$ cat src/verilog/addr_gen_pkg.sv
package addr_gen_pkg;

  // ****************************************************************
  // Register offsets (byte addresses, one aligned word each)
  // ****************************************************************
  localparam logic [7:0] OFS_CTRL      = 8'h00;
  localparam logic [7:0] OFS_CS_DESC   = 8'h04;
  localparam logic [7:0] OFS_SEG_BASE  = 8'h08;
  localparam logic [7:0] OFS_SEG_SEL   = 8'h0c;
  localparam logic [7:0] OFS_OFFSET    = 8'h10;
  localparam logic [7:0] OFS_PREFIX    = 8'h14;
  localparam logic [7:0] OFS_PAGE_IDX  = 8'h18;
  localparam logic [7:0] OFS_PAGE_FRM  = 8'h1c;
  localparam logic [7:0] OFS_GO        = 8'h20;
  localparam logic [7:0] OFS_STATUS    = 8'h24;
  localparam logic [7:0] OFS_LIN_ADDR  = 8'h28;
  localparam logic [7:0] OFS_PHYS_LO   = 8'h2c;
  localparam logic [7:0] OFS_PHYS_HI   = 8'h30;
  localparam logic [7:0] OFS_NEXT_IP   = 8'h34;
  localparam logic [7:0] OFS_FLAGS     = 8'h38;
  localparam logic [7:0] OFS_GPR0      = 8'h40;

  // ****************************************************************
  // Field positions and limits
  // ****************************************************************
  localparam int          CTRL_MODE_LSB   = 0;
  localparam int          CTRL_PAGING_BIT = 2;
  localparam int          CTRL_MODEL_LSB  = 3;
  localparam int          STAT_FAULT_BIT  = 0;
  localparam int          STAT_DONE_BIT   = 1;
  localparam int          PAGE_SHIFT      = 12;
  localparam logic [31:0] LIMIT_16        = 32'h0000ffff;
  localparam logic [31:0] LIMIT_32        = 32'hffffffff;
  localparam logic [31:0] LIMIT_REAL      = 32'h000fffff;
  localparam logic [15:0] MAX_SEGMENTS    = 16'h3fff - 16'h0001;
  localparam logic [31:0] FLAGS_RESET     = 32'h00000002;
  localparam logic [31:0] IP_RESET        = 32'h0000fff0;
  localparam logic [1:0]  RESP_OKAY       = 2'b00;
  localparam logic [1:0]  RESP_SLVERR     = 2'b10;

  // ****************************************************************
  // Types
  // ****************************************************************
  typedef enum logic [1:0] {
    MODE_REAL      = 2'b00,
    MODE_PROTECTED = 2'b01,
    MODE_SYS_MGMT  = 2'b11
  } op_mode_t;

  typedef enum logic [1:0] {
    MODEL_FLAT      = 2'b00,
    MODEL_SEGMENTED = 2'b01,
    MODEL_REAL      = 2'b10
  } mem_model_t;

  typedef struct packed {
    logic        addr_ovr;
    logic        opnd_ovr;
  } prefix_t;

  typedef struct packed {
    logic        fault;
    logic        addr32;
    logic        opnd32;
    logic [31:0] linear;
    logic [35:0] phys;
  } xlate_t;

endpackage

$ cat src/verilog/segmented_address_generator.sv
`timescale 1ns/1ps
// Notes on behaviour
// Physical memory is a sequence of bytes, each with its own address.
// Physical addresses run from zero to two to the thirty-six minus one.
// Linear space is byte addressed, zero to two to the thirty-two minus one.
// Logical address is 16-bit selector plus 32-bit or 16-bit offset.
// Up to 16,383 segments, each up to four gigabytes.
// Every access turns logical into linear, unseen by the program.
// Paging off: linear address goes out unchanged as physical address.
// Paging on: linear pages map through a table to physical frames.
// Offset limit FFFFH at 16-bit size, all ones at 32-bit size.
// Operand size 8 or 32 at 32-bit setting, 8 or 16 at 16-bit.
// Prefixes override default address size, operand size, or both.
// Protected mode takes default sizes from the code segment descriptor.
// Real-address mode defaults to 16-bit address and operand sizes.
// Real-address mode caps linear addresses at 000FFFFFH despite overrides.
// Real-address mode segments are 64 KB; linear space is 2^20 bytes.
// Real-address mode allows only the real-address memory model.
// Protected mode allows flat, segmented or real-address model.
// System management mode uses separate memory, real-like addressing.
// Wide physical space reached only through paging of linear spaces.
// Sixteen execution registers: eight general, six selectors, flags, pointer. The block keeps one selector, seg_sel_r.
// Instruction pointer holds a 32-bit pointer to the next instruction.
// After reset the block starts in real-address mode.
module segmented_address_generator #(
  parameter int PAGE_ENTRIES      = 16,
  parameter int SYS_MGMT_RAM_BASE = 32'h00030000
) (
  input  wire logic        aclk,
  input  wire logic        aresetn,
  input  wire logic [7:0]  s_axi_awaddr,
  input  wire logic        s_axi_awvalid,
  output logic             s_axi_awready,
  input  wire logic [31:0] s_axi_wdata,
  input  wire logic [3:0]  s_axi_wstrb,
  input  wire logic        s_axi_wvalid,
  output logic             s_axi_wready,
  output logic [1:0]       s_axi_bresp,
  output logic             s_axi_bvalid,
  input  wire logic        s_axi_bready,
  input  wire logic [7:0]  s_axi_araddr,
  input  wire logic        s_axi_arvalid,
  output logic             s_axi_arready,
  output logic [31:0]      s_axi_rdata,
  output logic [1:0]       s_axi_rresp,
  output logic             s_axi_rvalid,
  input  wire logic        s_axi_rready,
  output logic [35:0]      phys_addr,
  output logic             phys_valid
);
  import addr_gen_pkg::*;

  localparam int PIDX_W = $clog2(PAGE_ENTRIES);

  // ****************************************************************
  // Architectural state
  // ****************************************************************
  // Mode and size
  op_mode_t                 mode_r;
  mem_model_t               model_r;
  logic                     paging_r;
  logic                     cs_d32_r;
  logic [31:0]              seg_base_r;
  logic [15:0]              seg_sel_r;
  logic [31:0]              offset_r;
  prefix_t                  prefix_r;

  // Page table and registers
  logic [PIDX_W-1:0]        page_idx_r;
  logic [23:0]              frame_r [PAGE_ENTRIES];
  logic [31:0]              next_instr_pointer_r;
  logic [31:0]              program_status_flags_r;
  logic [31:0]              gpr_r [8];

  // Last translation
  xlate_t                   result_r;
  logic                     done_r;
  xlate_t                   xl_nxt;

  // ****************************************************************
  // AXI4-Lite write channel
  // ****************************************************************
  // Held write halves
  logic       aw_held_r;
  logic       w_held_r;
  logic [7:0] aw_addr_r;
  logic [31:0] w_data_r;
  logic [3:0] w_strb_r;
  logic       wr_fire;
  logic       wr_hit;

  // Free slot; commit when both held
  assign s_axi_awready = !aw_held_r && !s_axi_bvalid;
  assign s_axi_wready  = !w_held_r && !s_axi_bvalid;
  assign wr_fire       = aw_held_r && w_held_r && !s_axi_bvalid;

  // Capture address and data independently, in either order
  always_ff @(posedge aclk) begin
    if (!aresetn) begin
      aw_held_r <= 1'b0;
      w_held_r  <= 1'b0;
      aw_addr_r <= 8'h00;
      w_data_r  <= 32'h00000000;
      w_strb_r  <= 4'h0;
    end else begin
      if (s_axi_awvalid && s_axi_awready) begin
        aw_held_r <= 1'b1;
        aw_addr_r <= s_axi_awaddr;
      end else if (wr_fire) begin
        aw_held_r <= 1'b0;
      end
      if (s_axi_wvalid && s_axi_wready) begin
        w_held_r <= 1'b1;
        w_data_r <= s_axi_wdata;
        w_strb_r <= s_axi_wstrb;
      end else if (wr_fire) begin
        w_held_r <= 1'b0;
      end
    end
  end

  // Decode of writable offsets
  always_comb begin
    case (aw_addr_r)
      OFS_CTRL, OFS_CS_DESC, OFS_SEG_BASE, OFS_SEG_SEL, OFS_OFFSET,
      OFS_PREFIX, OFS_PAGE_IDX, OFS_PAGE_FRM, OFS_GO, OFS_NEXT_IP,
      OFS_FLAGS: wr_hit = 1'b1;
      default: wr_hit = (aw_addr_r[7:5] == OFS_GPR0[7:5]) && (aw_addr_r[1:0] == 2'b00);
    endcase
  end

  // Write response
  always_ff @(posedge aclk) begin
    if (!aresetn) begin
      s_axi_bvalid <= 1'b0;
      s_axi_bresp  <= RESP_OKAY;
    end else if (wr_fire) begin
      s_axi_bvalid <= 1'b1;
      s_axi_bresp  <= wr_hit ? RESP_OKAY : RESP_SLVERR;
    end else if (s_axi_bready) begin
      s_axi_bvalid <= 1'b0;
    end
  end

  // Byte-lane merge of a write into an old word
  function automatic logic [31:0] merge(input logic [31:0] old, input logic [31:0] d, input logic [3:0] s);
    logic [31:0] v;
    v = old;
    for (int b = 0; b < 4; b++) begin
      if (s[b]) begin
        v[8*b +: 8] = d[8*b +: 8];
      end
    end
    return v;
  endfunction

  // ****************************************************************
  // Control registers
  // ****************************************************************
  logic [31:0] ctrl_w;
  logic [31:0] sel_w;
  logic [31:0] frm_w;

  // Words merged with the write
  assign ctrl_w = merge({27'h0, model_r, paging_r, mode_r}, w_data_r, w_strb_r);
  assign sel_w  = merge({16'h0, seg_sel_r}, w_data_r, w_strb_r);
  assign frm_w  = merge({8'h0, frame_r[page_idx_r]}, w_data_r, w_strb_r);

  // Mode, model and paging; reset lands in real-address mode
  always_ff @(posedge aclk) begin
    if (!aresetn) begin
      mode_r   <= MODE_REAL;
      model_r  <= MODEL_REAL;
      paging_r <= 1'b0;
    end else if (wr_fire && aw_addr_r == OFS_CTRL) begin
      // Only protected mode picks a model
      if (op_mode_t'(ctrl_w[CTRL_MODE_LSB +: 2]) == MODE_PROTECTED) begin
        mode_r   <= MODE_PROTECTED;
        model_r  <= (ctrl_w[CTRL_MODEL_LSB +: 2] == 2'b11) ? MODEL_FLAT
                    : mem_model_t'(ctrl_w[CTRL_MODEL_LSB +: 2]);
        paging_r <= ctrl_w[CTRL_PAGING_BIT];
      end else begin
        mode_r   <= (ctrl_w[CTRL_MODE_LSB +: 2] == 2'b11) ? MODE_SYS_MGMT : MODE_REAL;
        model_r  <= MODEL_REAL;
        paging_r <= 1'b0;
      end
    end
  end

  // Segment, offset, prefixes and code segment default size
  always_ff @(posedge aclk) begin
    if (!aresetn) begin
      cs_d32_r   <= 1'b0;
      seg_base_r <= 32'h00000000;
      seg_sel_r  <= 16'h0000;
      offset_r   <= 32'h00000000;
      prefix_r   <= '0;
      page_idx_r <= '0;
    end else if (wr_fire) begin
      case (aw_addr_r)
        OFS_CS_DESC:  cs_d32_r   <= w_strb_r[0] ? w_data_r[0] : cs_d32_r;
        OFS_SEG_BASE: seg_base_r <= merge(seg_base_r, w_data_r, w_strb_r);
        OFS_SEG_SEL:  seg_sel_r  <= sel_w[15:0];
        OFS_OFFSET:   offset_r   <= merge(offset_r, w_data_r, w_strb_r);
        OFS_PREFIX:   prefix_r   <= w_strb_r[0] ? prefix_t'(w_data_r[1:0]) : prefix_r;
        OFS_PAGE_IDX: page_idx_r <= w_strb_r[0] ? w_data_r[PIDX_W-1:0] : page_idx_r;
        default: ;
      endcase
    end
  end

  // Page table entries, one frame number per linear page
  generate
    for (genvar i = 0; i < PAGE_ENTRIES; i++) begin : g_page
      always_ff @(posedge aclk) begin
        if (!aresetn) begin
          frame_r[i] <= 24'h000000;
        end else if (wr_fire && aw_addr_r == OFS_PAGE_FRM && page_idx_r == PIDX_W'(i)) begin
          frame_r[i] <= frm_w[23:0];
        end
      end
    end
  endgenerate

  // Execution registers: eight general, flags and instruction pointer
  always_ff @(posedge aclk) begin
    if (!aresetn) begin
      next_instr_pointer_r   <= IP_RESET;
      program_status_flags_r <= FLAGS_RESET;
      for (int g = 0; g < 8; g++) begin
        gpr_r[g] <= 32'h00000000;
      end
    end else if (wr_fire) begin
      if (aw_addr_r == OFS_NEXT_IP) begin
        next_instr_pointer_r <= merge(next_instr_pointer_r, w_data_r, w_strb_r);
      end
      // Flag bit 1 always reads as one
      if (aw_addr_r == OFS_FLAGS) begin
        program_status_flags_r <= merge(program_status_flags_r, w_data_r, w_strb_r) | FLAGS_RESET;
      end
      if (wr_hit && aw_addr_r[7:5] == OFS_GPR0[7:5]) begin
        gpr_r[aw_addr_r[4:2]] <= merge(gpr_r[aw_addr_r[4:2]], w_data_r, w_strb_r);
      end
    end
  end

  // ****************************************************************
  // Translation path
  // ****************************************************************
  always_comb begin
    logic [31:0] off;
    logic [31:0] lin;
    logic [31:0] lim;
    logic        a32;
    off = 32'h0;
    lin = 32'h0;
    lim = LIMIT_16;
    a32 = 1'b0;
    xl_nxt = '0;
    // Default size from the mode, flipped by a prefix
    if (mode_r == MODE_PROTECTED) begin
      a32 = cs_d32_r ^ prefix_r.addr_ovr;
      xl_nxt.opnd32 = cs_d32_r ^ prefix_r.opnd_ovr;
    end else begin
      a32 = prefix_r.addr_ovr;
      xl_nxt.opnd32 = prefix_r.opnd_ovr;
    end
    xl_nxt.addr32 = a32;
    // Limit and offset follow the size
    lim = a32 ? LIMIT_32 : LIMIT_16;
    off = a32 ? offset_r : {16'h0, offset_r[15:0]};
    if (mode_r == MODE_PROTECTED && model_r != MODEL_REAL) begin
      // Flat ignores the base; segmented adds the selected base
      lin = (model_r == MODEL_FLAT) ? off : seg_base_r + off;
      // Raw offset, so a 16-bit access cannot hide an overflow
      xl_nxt.fault = (offset_r > lim) ||
                     (model_r == MODEL_SEGMENTED && seg_sel_r[15:2] > MAX_SEGMENTS[13:0]);
    end else begin
      // Real-like: selector times sixteen plus offset, wrapped to 1 MB
      lin = ({16'h0, seg_sel_r} << 4) + off;
      xl_nxt.fault = (offset_r > lim) || (a32 && offset_r > LIMIT_REAL);
      lin = lin & LIMIT_REAL;
      if (mode_r == MODE_SYS_MGMT) begin
        lin = lin + SYS_MGMT_RAM_BASE[31:0];
      end
    end
    // Direct or paged physical address
    xl_nxt.linear = lin;
    if (paging_r) begin
      xl_nxt.phys = {frame_r[lin[PAGE_SHIFT +: PIDX_W]], lin[PAGE_SHIFT-1:0]};
    end else begin
      xl_nxt.phys = {4'h0, lin};
    end
  end

  // A write to GO latches one translation and, unless it faults, issues the byte address
  always_ff @(posedge aclk) begin
    if (!aresetn) begin
      result_r   <= '0;
      done_r     <= 1'b0;
      phys_valid <= 1'b0;
      phys_addr  <= 36'h000000000;
    end else begin
      phys_valid <= 1'b0;
      if (wr_fire && aw_addr_r == OFS_GO) begin
        result_r   <= xl_nxt;
        done_r     <= 1'b1;
        phys_valid <= !xl_nxt.fault;
        // A fault keeps the last address on the lines
        if (!xl_nxt.fault) begin
          phys_addr <= xl_nxt.phys;
        end
      end
    end
  end

  // ****************************************************************
  // AXI4-Lite read channel
  // ****************************************************************
  // Read mux output
  logic [31:0] rd_val;
  logic        rd_hit;

  // New read once the answer is taken
  assign s_axi_arready = !s_axi_rvalid;

  // Read mux of status and state
  always_comb begin
    rd_hit = 1'b1;
    rd_val = 32'h00000000;
    case (s_axi_araddr)
      OFS_CTRL:     rd_val = {27'h0, model_r, paging_r, mode_r};
      OFS_CS_DESC:  rd_val = {31'h0, cs_d32_r};
      OFS_SEG_BASE: rd_val = seg_base_r;
      OFS_SEG_SEL:  rd_val = {16'h0, seg_sel_r};
      OFS_OFFSET:   rd_val = offset_r;
      OFS_PREFIX:   rd_val = {30'h0, prefix_r};
      OFS_PAGE_IDX: rd_val = 32'(page_idx_r);
      OFS_PAGE_FRM: rd_val = {8'h0, frame_r[page_idx_r]};
      OFS_GO:       rd_val = 32'h00000000;
      OFS_STATUS:   rd_val = {28'h0, result_r.opnd32, result_r.addr32, done_r, result_r.fault};
      OFS_LIN_ADDR: rd_val = result_r.linear;
      OFS_PHYS_LO:  rd_val = result_r.phys[31:0];
      OFS_PHYS_HI:  rd_val = {28'h0, result_r.phys[35:32]};
      OFS_NEXT_IP:  rd_val = next_instr_pointer_r;
      OFS_FLAGS:    rd_val = program_status_flags_r;
      default: begin
        // General registers at the top
        rd_hit = (s_axi_araddr[7:5] == OFS_GPR0[7:5]) && (s_axi_araddr[1:0] == 2'b00);
        rd_val = rd_hit ? gpr_r[s_axi_araddr[4:2]] : 32'h00000000;
      end
    endcase
  end

  // Read data register, held until rready
  always_ff @(posedge aclk) begin
    if (!aresetn) begin
      s_axi_rvalid <= 1'b0;
      s_axi_rdata  <= 32'h00000000;
      s_axi_rresp  <= RESP_OKAY;
    end else if (s_axi_arvalid && s_axi_arready) begin
      s_axi_rvalid <= 1'b1;
      s_axi_rdata  <= rd_val;
      s_axi_rresp  <= rd_hit ? RESP_OKAY : RESP_SLVERR;
    end else if (s_axi_rready) begin
      s_axi_rvalid <= 1'b0;
    end
  end

endmodule

$ cat config.mk
export PLATFORM = sky130hd
export DESIGN_NAME = segmented_address_generator
export DESIGN_NICKNAME = d
export VERILOG_FILES = /design/src/verilog/addr_gen_pkg.sv /design/src/verilog/segmented_address_generator.sv
export SDC_FILE = /design/constraint.sdc
export NUM_CORES = 2
export LEC_CHECK = 0
export BUFFER_PORTS_ARGS = -buffer_cell sky130_fd_sc_hd__buf_2
export CORE_MARGIN = 2
export CORE_UTILIZATION = 48
export DETAILED_ROUTE_END_ITERATION = 10
export SYNTH_ARGS = -nofsm -noshare
export SYNTH_HDL_FRONTEND = slang
export SYNTH_SLANG_ARGS = --single-unit
export TNS_END_PERCENT = 100
$ cat constraint.sdc
create_clock -name aclk -period 6.06 [get_ports aclk]
set_clock_uncertainty 0.15 [all_clocks]
set_input_delay 0.303 -clock aclk [delete_from_list [all_inputs] [get_ports aclk]]
set_output_delay 0.303 -clock aclk [all_outputs]
set_load 0.01 [all_outputs]
### After elaboration in Yosys (flattened, before gate mapping)

Memories as Yosys holds them, arrays and structs flattened. A register that Yosys moved wholly into a read port is not among the register bits.
Index checks and enable logic that the tools add are counted.

| operators by class | value |
|---|---|
| add/sub/neg operators | 3 |
| magnitude comparators | 3 |
| eq/ne operators | 53 |
| mux-type cells | 121 |
| bitwise logic cells | 19 |
| reductions and logical operators | 80 |

Operator list:

| cell | number |
|---|---|
| $pmux W32 S15 | 1 |
| $mux W24 | 16 |
| $mux W32 | 6 |
| $mux W8 | 19 |
| $eq A8 B6 Y1 const B | 10 |
| $mux W1 | 66 |
| $eq A8 B5 Y1 const B | 8 |
| $reduce_and A3 Y1 | 21 |
| $mux W36 | 1 |
| $add A32 B32 Y32 | 1 |
| $eq A4 B4 Y1 const B | 8 |
| $eq A8 B4 Y1 const B | 4 |
| $gt A32 B20 Y1 const B | 1 |
| $gt A32 B32 Y1 | 1 |
| $logic_and A1 B1 Y1 | 32 |
| $reduce_or A32 Y1 | 1 |
| $add A20 B18 Y21 const B | 1 |
| $mux W21 | 1 |
| $add A20 B20 Y20 | 1 |
| $eq A4 B3 Y1 const B | 4 |
| $eq A8 B3 Y1 const B | 2 |
| $logic_not A8 Y1 | 2 |
| $ne A4 B4 Y1 const B | 4 |
| $or A1 B1 Y1 | 16 |
| other kinds (21) | 52 |

| word-level totals | value |
|---|---|
| register bits after elaboration | 348 |
| bits in writable memories | 640 |
| input bits | 59 |
| output and inout port bits | 78 |
| logic and storage cells | 324 |
| memories | 2 |

Memories:

| name | words | bits a word | rd ports | clocked after memory_dff | write ports | RTL line | text |
|---|---|---|---|---|---|---|---|
| frame_r | 16 | 24 | 2 | 1 | 16 | segmented_address_generator.sv:70 | `logic [23:0] frame_r [PAGE_ENTRIES];` |
| gpr_r | 8 | 32 | 1 | 0 | 8 | segmented_address_generator.sv:73 | `logic [31:0] gpr_r [8];` |

### Depth between registers and ports, before layout

| depth | value |
|---|---|
| word-level depth | 11 |
| gate-level depth with buffers | 21 |
| depth with buffers taken out | 19 |

### Least setup slack after synthesis

No wires, ideal clock.

| path | value |
|---|---|
| kind | flip-flop to flip-flop |
| from | register mode_r[0] |
| to | register result_r[18] in the netlist's numbering |
| setup time | 135 ps |
| arrival | 4652 ps |
| data required time | 5775 ps |
| slack | 1123 ps |
| stages on the path, launching flop included | 21 |
| buffers on the path | 1 |
| period minus slack after synthesis | 4937 ps |
| cells stage by stage | dfxtp_1 nor2b_1 buf_4 nand2_1 xor2_1 inv_1 ha_1 xor2_1 nand2_1 o21bai_1 a21o_1 a21oi_1 nor2_1 ha_1 nor2b_1 nor2_1 mux2_2 a221o_1 nand2b_1 mux2i_1 a211oi_1 |

RTL lines:

| element | RTL line | text |
|---|---|---|
| start, declared | segmented_address_generator.sv:59 | `op_mode_t mode_r;` |
| start signal, assigned | segmented_address_generator.sv:183 | `mode_r <= (ctrl_w[CTRL_MODE_LSB +: 2] == 2'b11) ? MODE_SYS_MGMT : MODE_REAL;` |
| end signal, assigned | segmented_address_generator.sv:306 | `result_r <= xl_nxt;` |
| end, declared | segmented_address_generator.sv:76 | `xlate_t result_r;` |

### Final worst setup path

| path | value |
|---|---|
| from | register offset_r[4] |
| to | register result_r[22] in the netlist's numbering |

| on the way | value |
|---|---|
| word-level cells in the longest chain between the ends | 7 |
| elaborated cells on any way between the ends | 9 |
| classes of those cells | 3 x add/sub; 5 x mux; 1 x memory |

Ends and longest elaborated chain:

| element | RTL line | text |
|---|---|---|
| start, declared | segmented_address_generator.sv:65 | `logic [31:0] offset_r;` |
| start signal, assigned | segmented_address_generator.sv:204 | `OFS_OFFSET: offset_r <= merge(offset_r, w_data_r, w_strb_r);` |
| $mux W32 (*) | segmented_address_generator.sv:271 | `off = a32 ? offset_r : {16'h0, offset_r[15:0]};` |
| $add A20 B20 Y20 | segmented_address_generator.sv:280 | `lin = ({16'h0, seg_sel_r} << 4) + off;` |
| $add A20 B18 Y21 | segmented_address_generator.sv:284 | `lin = lin + SYS_MGMT_RAM_BASE[31:0];` |
| $mux W21 | segmented_address_generator.sv:283 | `if (mode_r == MODE_SYS_MGMT) begin` |
| $mux W32 (*) | segmented_address_generator.sv:272 | `if (mode_r == MODE_PROTECTED && model_r != MODEL_REAL) begin` |
| $mem_v2 Z16 W24 | n/a |  |
| $mux W36 (*) | segmented_address_generator.sv:289 | `if (paging_r) begin` |

Every way passes the cells marked *; elsewhere a longest branch is shown, timed or not.
A chain may end at the register's enable or synchronous reset.

==> metrics <==
Hold Startpoint s_axi_wvalid; Yosys cell types 104; Area Growth Syn to Fin 13.00%; Synth top area share 0.3883; I/O Buffers about 130; Max Transition Viols Final 0; TNS Setup 0 ns; leading area contributor after synthesis edfxtp_1; vias in the first global route 37250; Starting Density 0.4850; Avg WL per Cell ~31 um; Final nets ~4800; die extent in y between 300 and 400 um; ANT nets after route 0; Core Area ~100000 um^2; status finished, final reports clean; Period minus WS final 5.174 ns; largest net degree at the start of global routing around 110; R2R Path Start offset_r[4]$_SDFFE_PN0P_; Cell Pwr Density 264.8 nW/um^2; Max-slew headroom 0.1054; Int Pwr ~11 mW; Routed WL around 190 mm; Root Buffer clkbuf_16; Congestion Overflow GR 0; commonest non-fill, non-tap cell in the layout nor2_1; DR vias approximately 39000; Die Wd between 300 and 400 um; final hold viol count 0; Syn. warnings 0; Crit path arrival time roughly 5.6 ns; total CTS buffers around 110; Worst Tran Pin Value between 1 and 1.5 ns; max incr delay on CP approximately 0.61 ns; Clk pwr share 0.437; Fmax approximately 190 MHz; switching pwr around 3.5 mW; crit path max fanout 53; antenna violations before repair 8; overall routing resource usage 0.3526; minimum hold slack 0.1530 ns; Avg Inst Size Synth about 11 um^2; CTS Buffer Depth 3; drt first-iter violations approximately 5900; maximum VDD drop approximately 0.22 mV; period utilisation layout 0.8538; sw frac 0.2387; DRT Pass-1 Iters 6; CP Data Required Time approximately 6.5 ns; Seq/Total Area, Yosys 0.5251; WS Path Type register to register; row count between 100 and 150; Synth area leaders edfxtp_1 (39%), dfxtp_1 (14%), mux4_2 (8.5%), nor2_1 (5.6%), mux2i_1 (4.6%); hold crit path type input pin to register; Buf/Inv on CP 2; GP Congestion between 0.9 and 1; final setup fails 0; CP startpoint kind register; crit path cell chain ha_1, inv_1, fa_1, nand2b_1, a21oi_1, o21ai_1, mux2i_1, o21a_2, nand2_4, buf_12, a211oi_1, a311oi_1, a311oi_1, a211o_1, a21oi_1; die area around 110000 um^2; first-pass GRT wire length 270.3 mm; clock sinks 978; P_leak 21.02 nW; dpl hpwl between 100 and 150 mm; Synth async-reset ratio 0; vias per std cell 6.472; CTS tree built; post-synthesis cell area just under 50000 um^2; Worst Setup SP offset_r[4]$_SDFFE_PN0P_; Seq pwr share 0.501; Clock Latency Late Sink between 0.7 and 0.8 ns; MaxCap Viol Count 0; layout cells sized above 1 0.1555; Worst Setup End Kind register; cells after synthesis around 4600; Synth Flop Type edfxtp_1; Comb power frac 0.062; Synth Register Bits between 900 and 1000; RSZ-0062 raised after global routing no; commonest non-fill, non-tap cells in the layout nor2_1 (730), edfxtp_1 (640), nand2_1 (455), dfxtp_1 (335), and2_1 (259); detailed-route DRC error count 0; I/O pins approximately 140; CTS clk-pin slew, worst paths approximately 0.060 ns; Post-synth EDFFs 640; Crit path max-delay family compound AO/OA/AOI/OAI gates; CTS H-tree depth 3; Crit-path slowest cell a311oi_1
==> cells in the mapped netlist (all sizes together) (7+ instances only) <==
cell type	count
a31oi	41
nor2	739
nor3	41
a221oi	59
a21oi	175
dfxtp	338
nand4	18
xnor2	22
edfxtp	640
o31ai	9
xor2	25
mux2i	228
and2	262
nand3b	10
mux4	186
nor2b	19
or3	15
o21ai	180
o221ai	10
and3	60
clkbuf	252
buf	113
a311oi	38
ha	76
a211oi	77
a22oi	50
a222oi	14
o211ai	10
a41oi	13
a21o	10
nand2b	22
nand2	468
o21a	12
nand3	129
a32oi	17
mux2	28
inv	33
o22ai	7
a2111oi	12
==> repair_timing <==
| item | CTS | global route |
|---|---|---|
| setup buffers | 0 | 0 |
| gates resized for setup | 0 | 0 |
| hold endpoints to repair | 76 | 0 |
| hold buffers | 66 | 0 |
==> routing by layer <==
| layer | routed length [um] | vias up | share of wire | GRT usage |
|---|---|---|---|---|
| met5 | 13 | - | 0.000069 | 0 |
| met4 | 10530 | 2 | 0.056 | 0.1671 |
| met3 | 21510 | 499 | 0.11 | 0.07342 |
| met2 | 83360 | 2568 | 0.44 | 0.5328 |
| met1 | 73820 | 19510 | 0.39 | 0.4863 |
| li1 | - | 16920 | - | - |
==> sequential cells by signal (all words and copies together), names as in the netlist, 2 cells and up, named ones only <==
signal	cells
aw_addr_r	8
frame_r	384
gpr_r	256
mode_r	2
model_r	2
next_instr_pointer_r	32
offset_r	32
page_idx_r	4
phys_addr	36
prefix_r	2
program_status_flags_r	31
result_r	59
s_axi_rdata	32
seg_base_r	32
seg_sel_r	16
w_data_r	32
w_strb_r	4
==> stage by stage <==
step           setup slack (ns)  utilization  area (um^2)  power, mW  instances
2_1_floorplan             1.123            -        49490      7.964       4551
3_3_place_gp              1.052       0.5078        51810      8.397       5837
3_5_place_dp             0.9848       0.5078        51810      8.410       5837
4_1_cts                  0.9386       0.5480        55910      14.82       6101
5_1_grt                  0.5449       0.5480        55920      15.17       6101
6_report                 0.8861       0.5480        55920      14.81       6102
==> tightest hold or removal path: stages <==
cell	delay [ns]
buf_2	0.09
nand2_2	0.04
buf_4	0.32
a21oi_1	0.20
==> logic make-up (layout without fill, tap and decap cells) <==
kind of cell,after synthesis,in the layout,synth area share
mux,442,442,0.1371
fa+ha+maj,78,78,0.02002
xor+xnor,47,47,0.008318
simple gates,1816,1816,0.1672
other cells,1,3,0.00007578
flops,978,978,0.5251
buf+inv,399,581,0.03380
compound gates,789,789,0.1083
==> final timing paths <==
path | to | slack [ns] | depth (start not counted)
max | result_r[22]$_SDFFE_PN0P_ | 0.89 | 15
min | w_held_r$_SDFFE_PN0P_ | 0.15 | 4
max reg2reg | result_r[22]$_SDFFE_PN0P_ | 0.89 | 15
min reg2reg | result_r[37]$_SDFFE_PN0P_ | 0.31 | 2
==> area by class of cell <==
type	instances	area, um^2
timing repair buffer	349	2524
clock buffer	149	2999
fill	8873	46120
tap	1368	1712
multi-input combinational	3174	22110
sequential	978	25990
clock inverter	49	441.7
antenna	1	2.502
inverter	34	135.1
==> power groups by stage <==
stage	clock network [mW]	registers [mW]	logic, mW
after floorplan	0	7.48	0.479
after global placement	0	7.54	0.855
after detailed placement	0	7.55	0.860
after CTS	6.51	7.41	0.898
after global routing	6.79	7.43	0.952
final	6.48	7.41	0.919
Note: power is estimated with default switching activity, not from simulation.
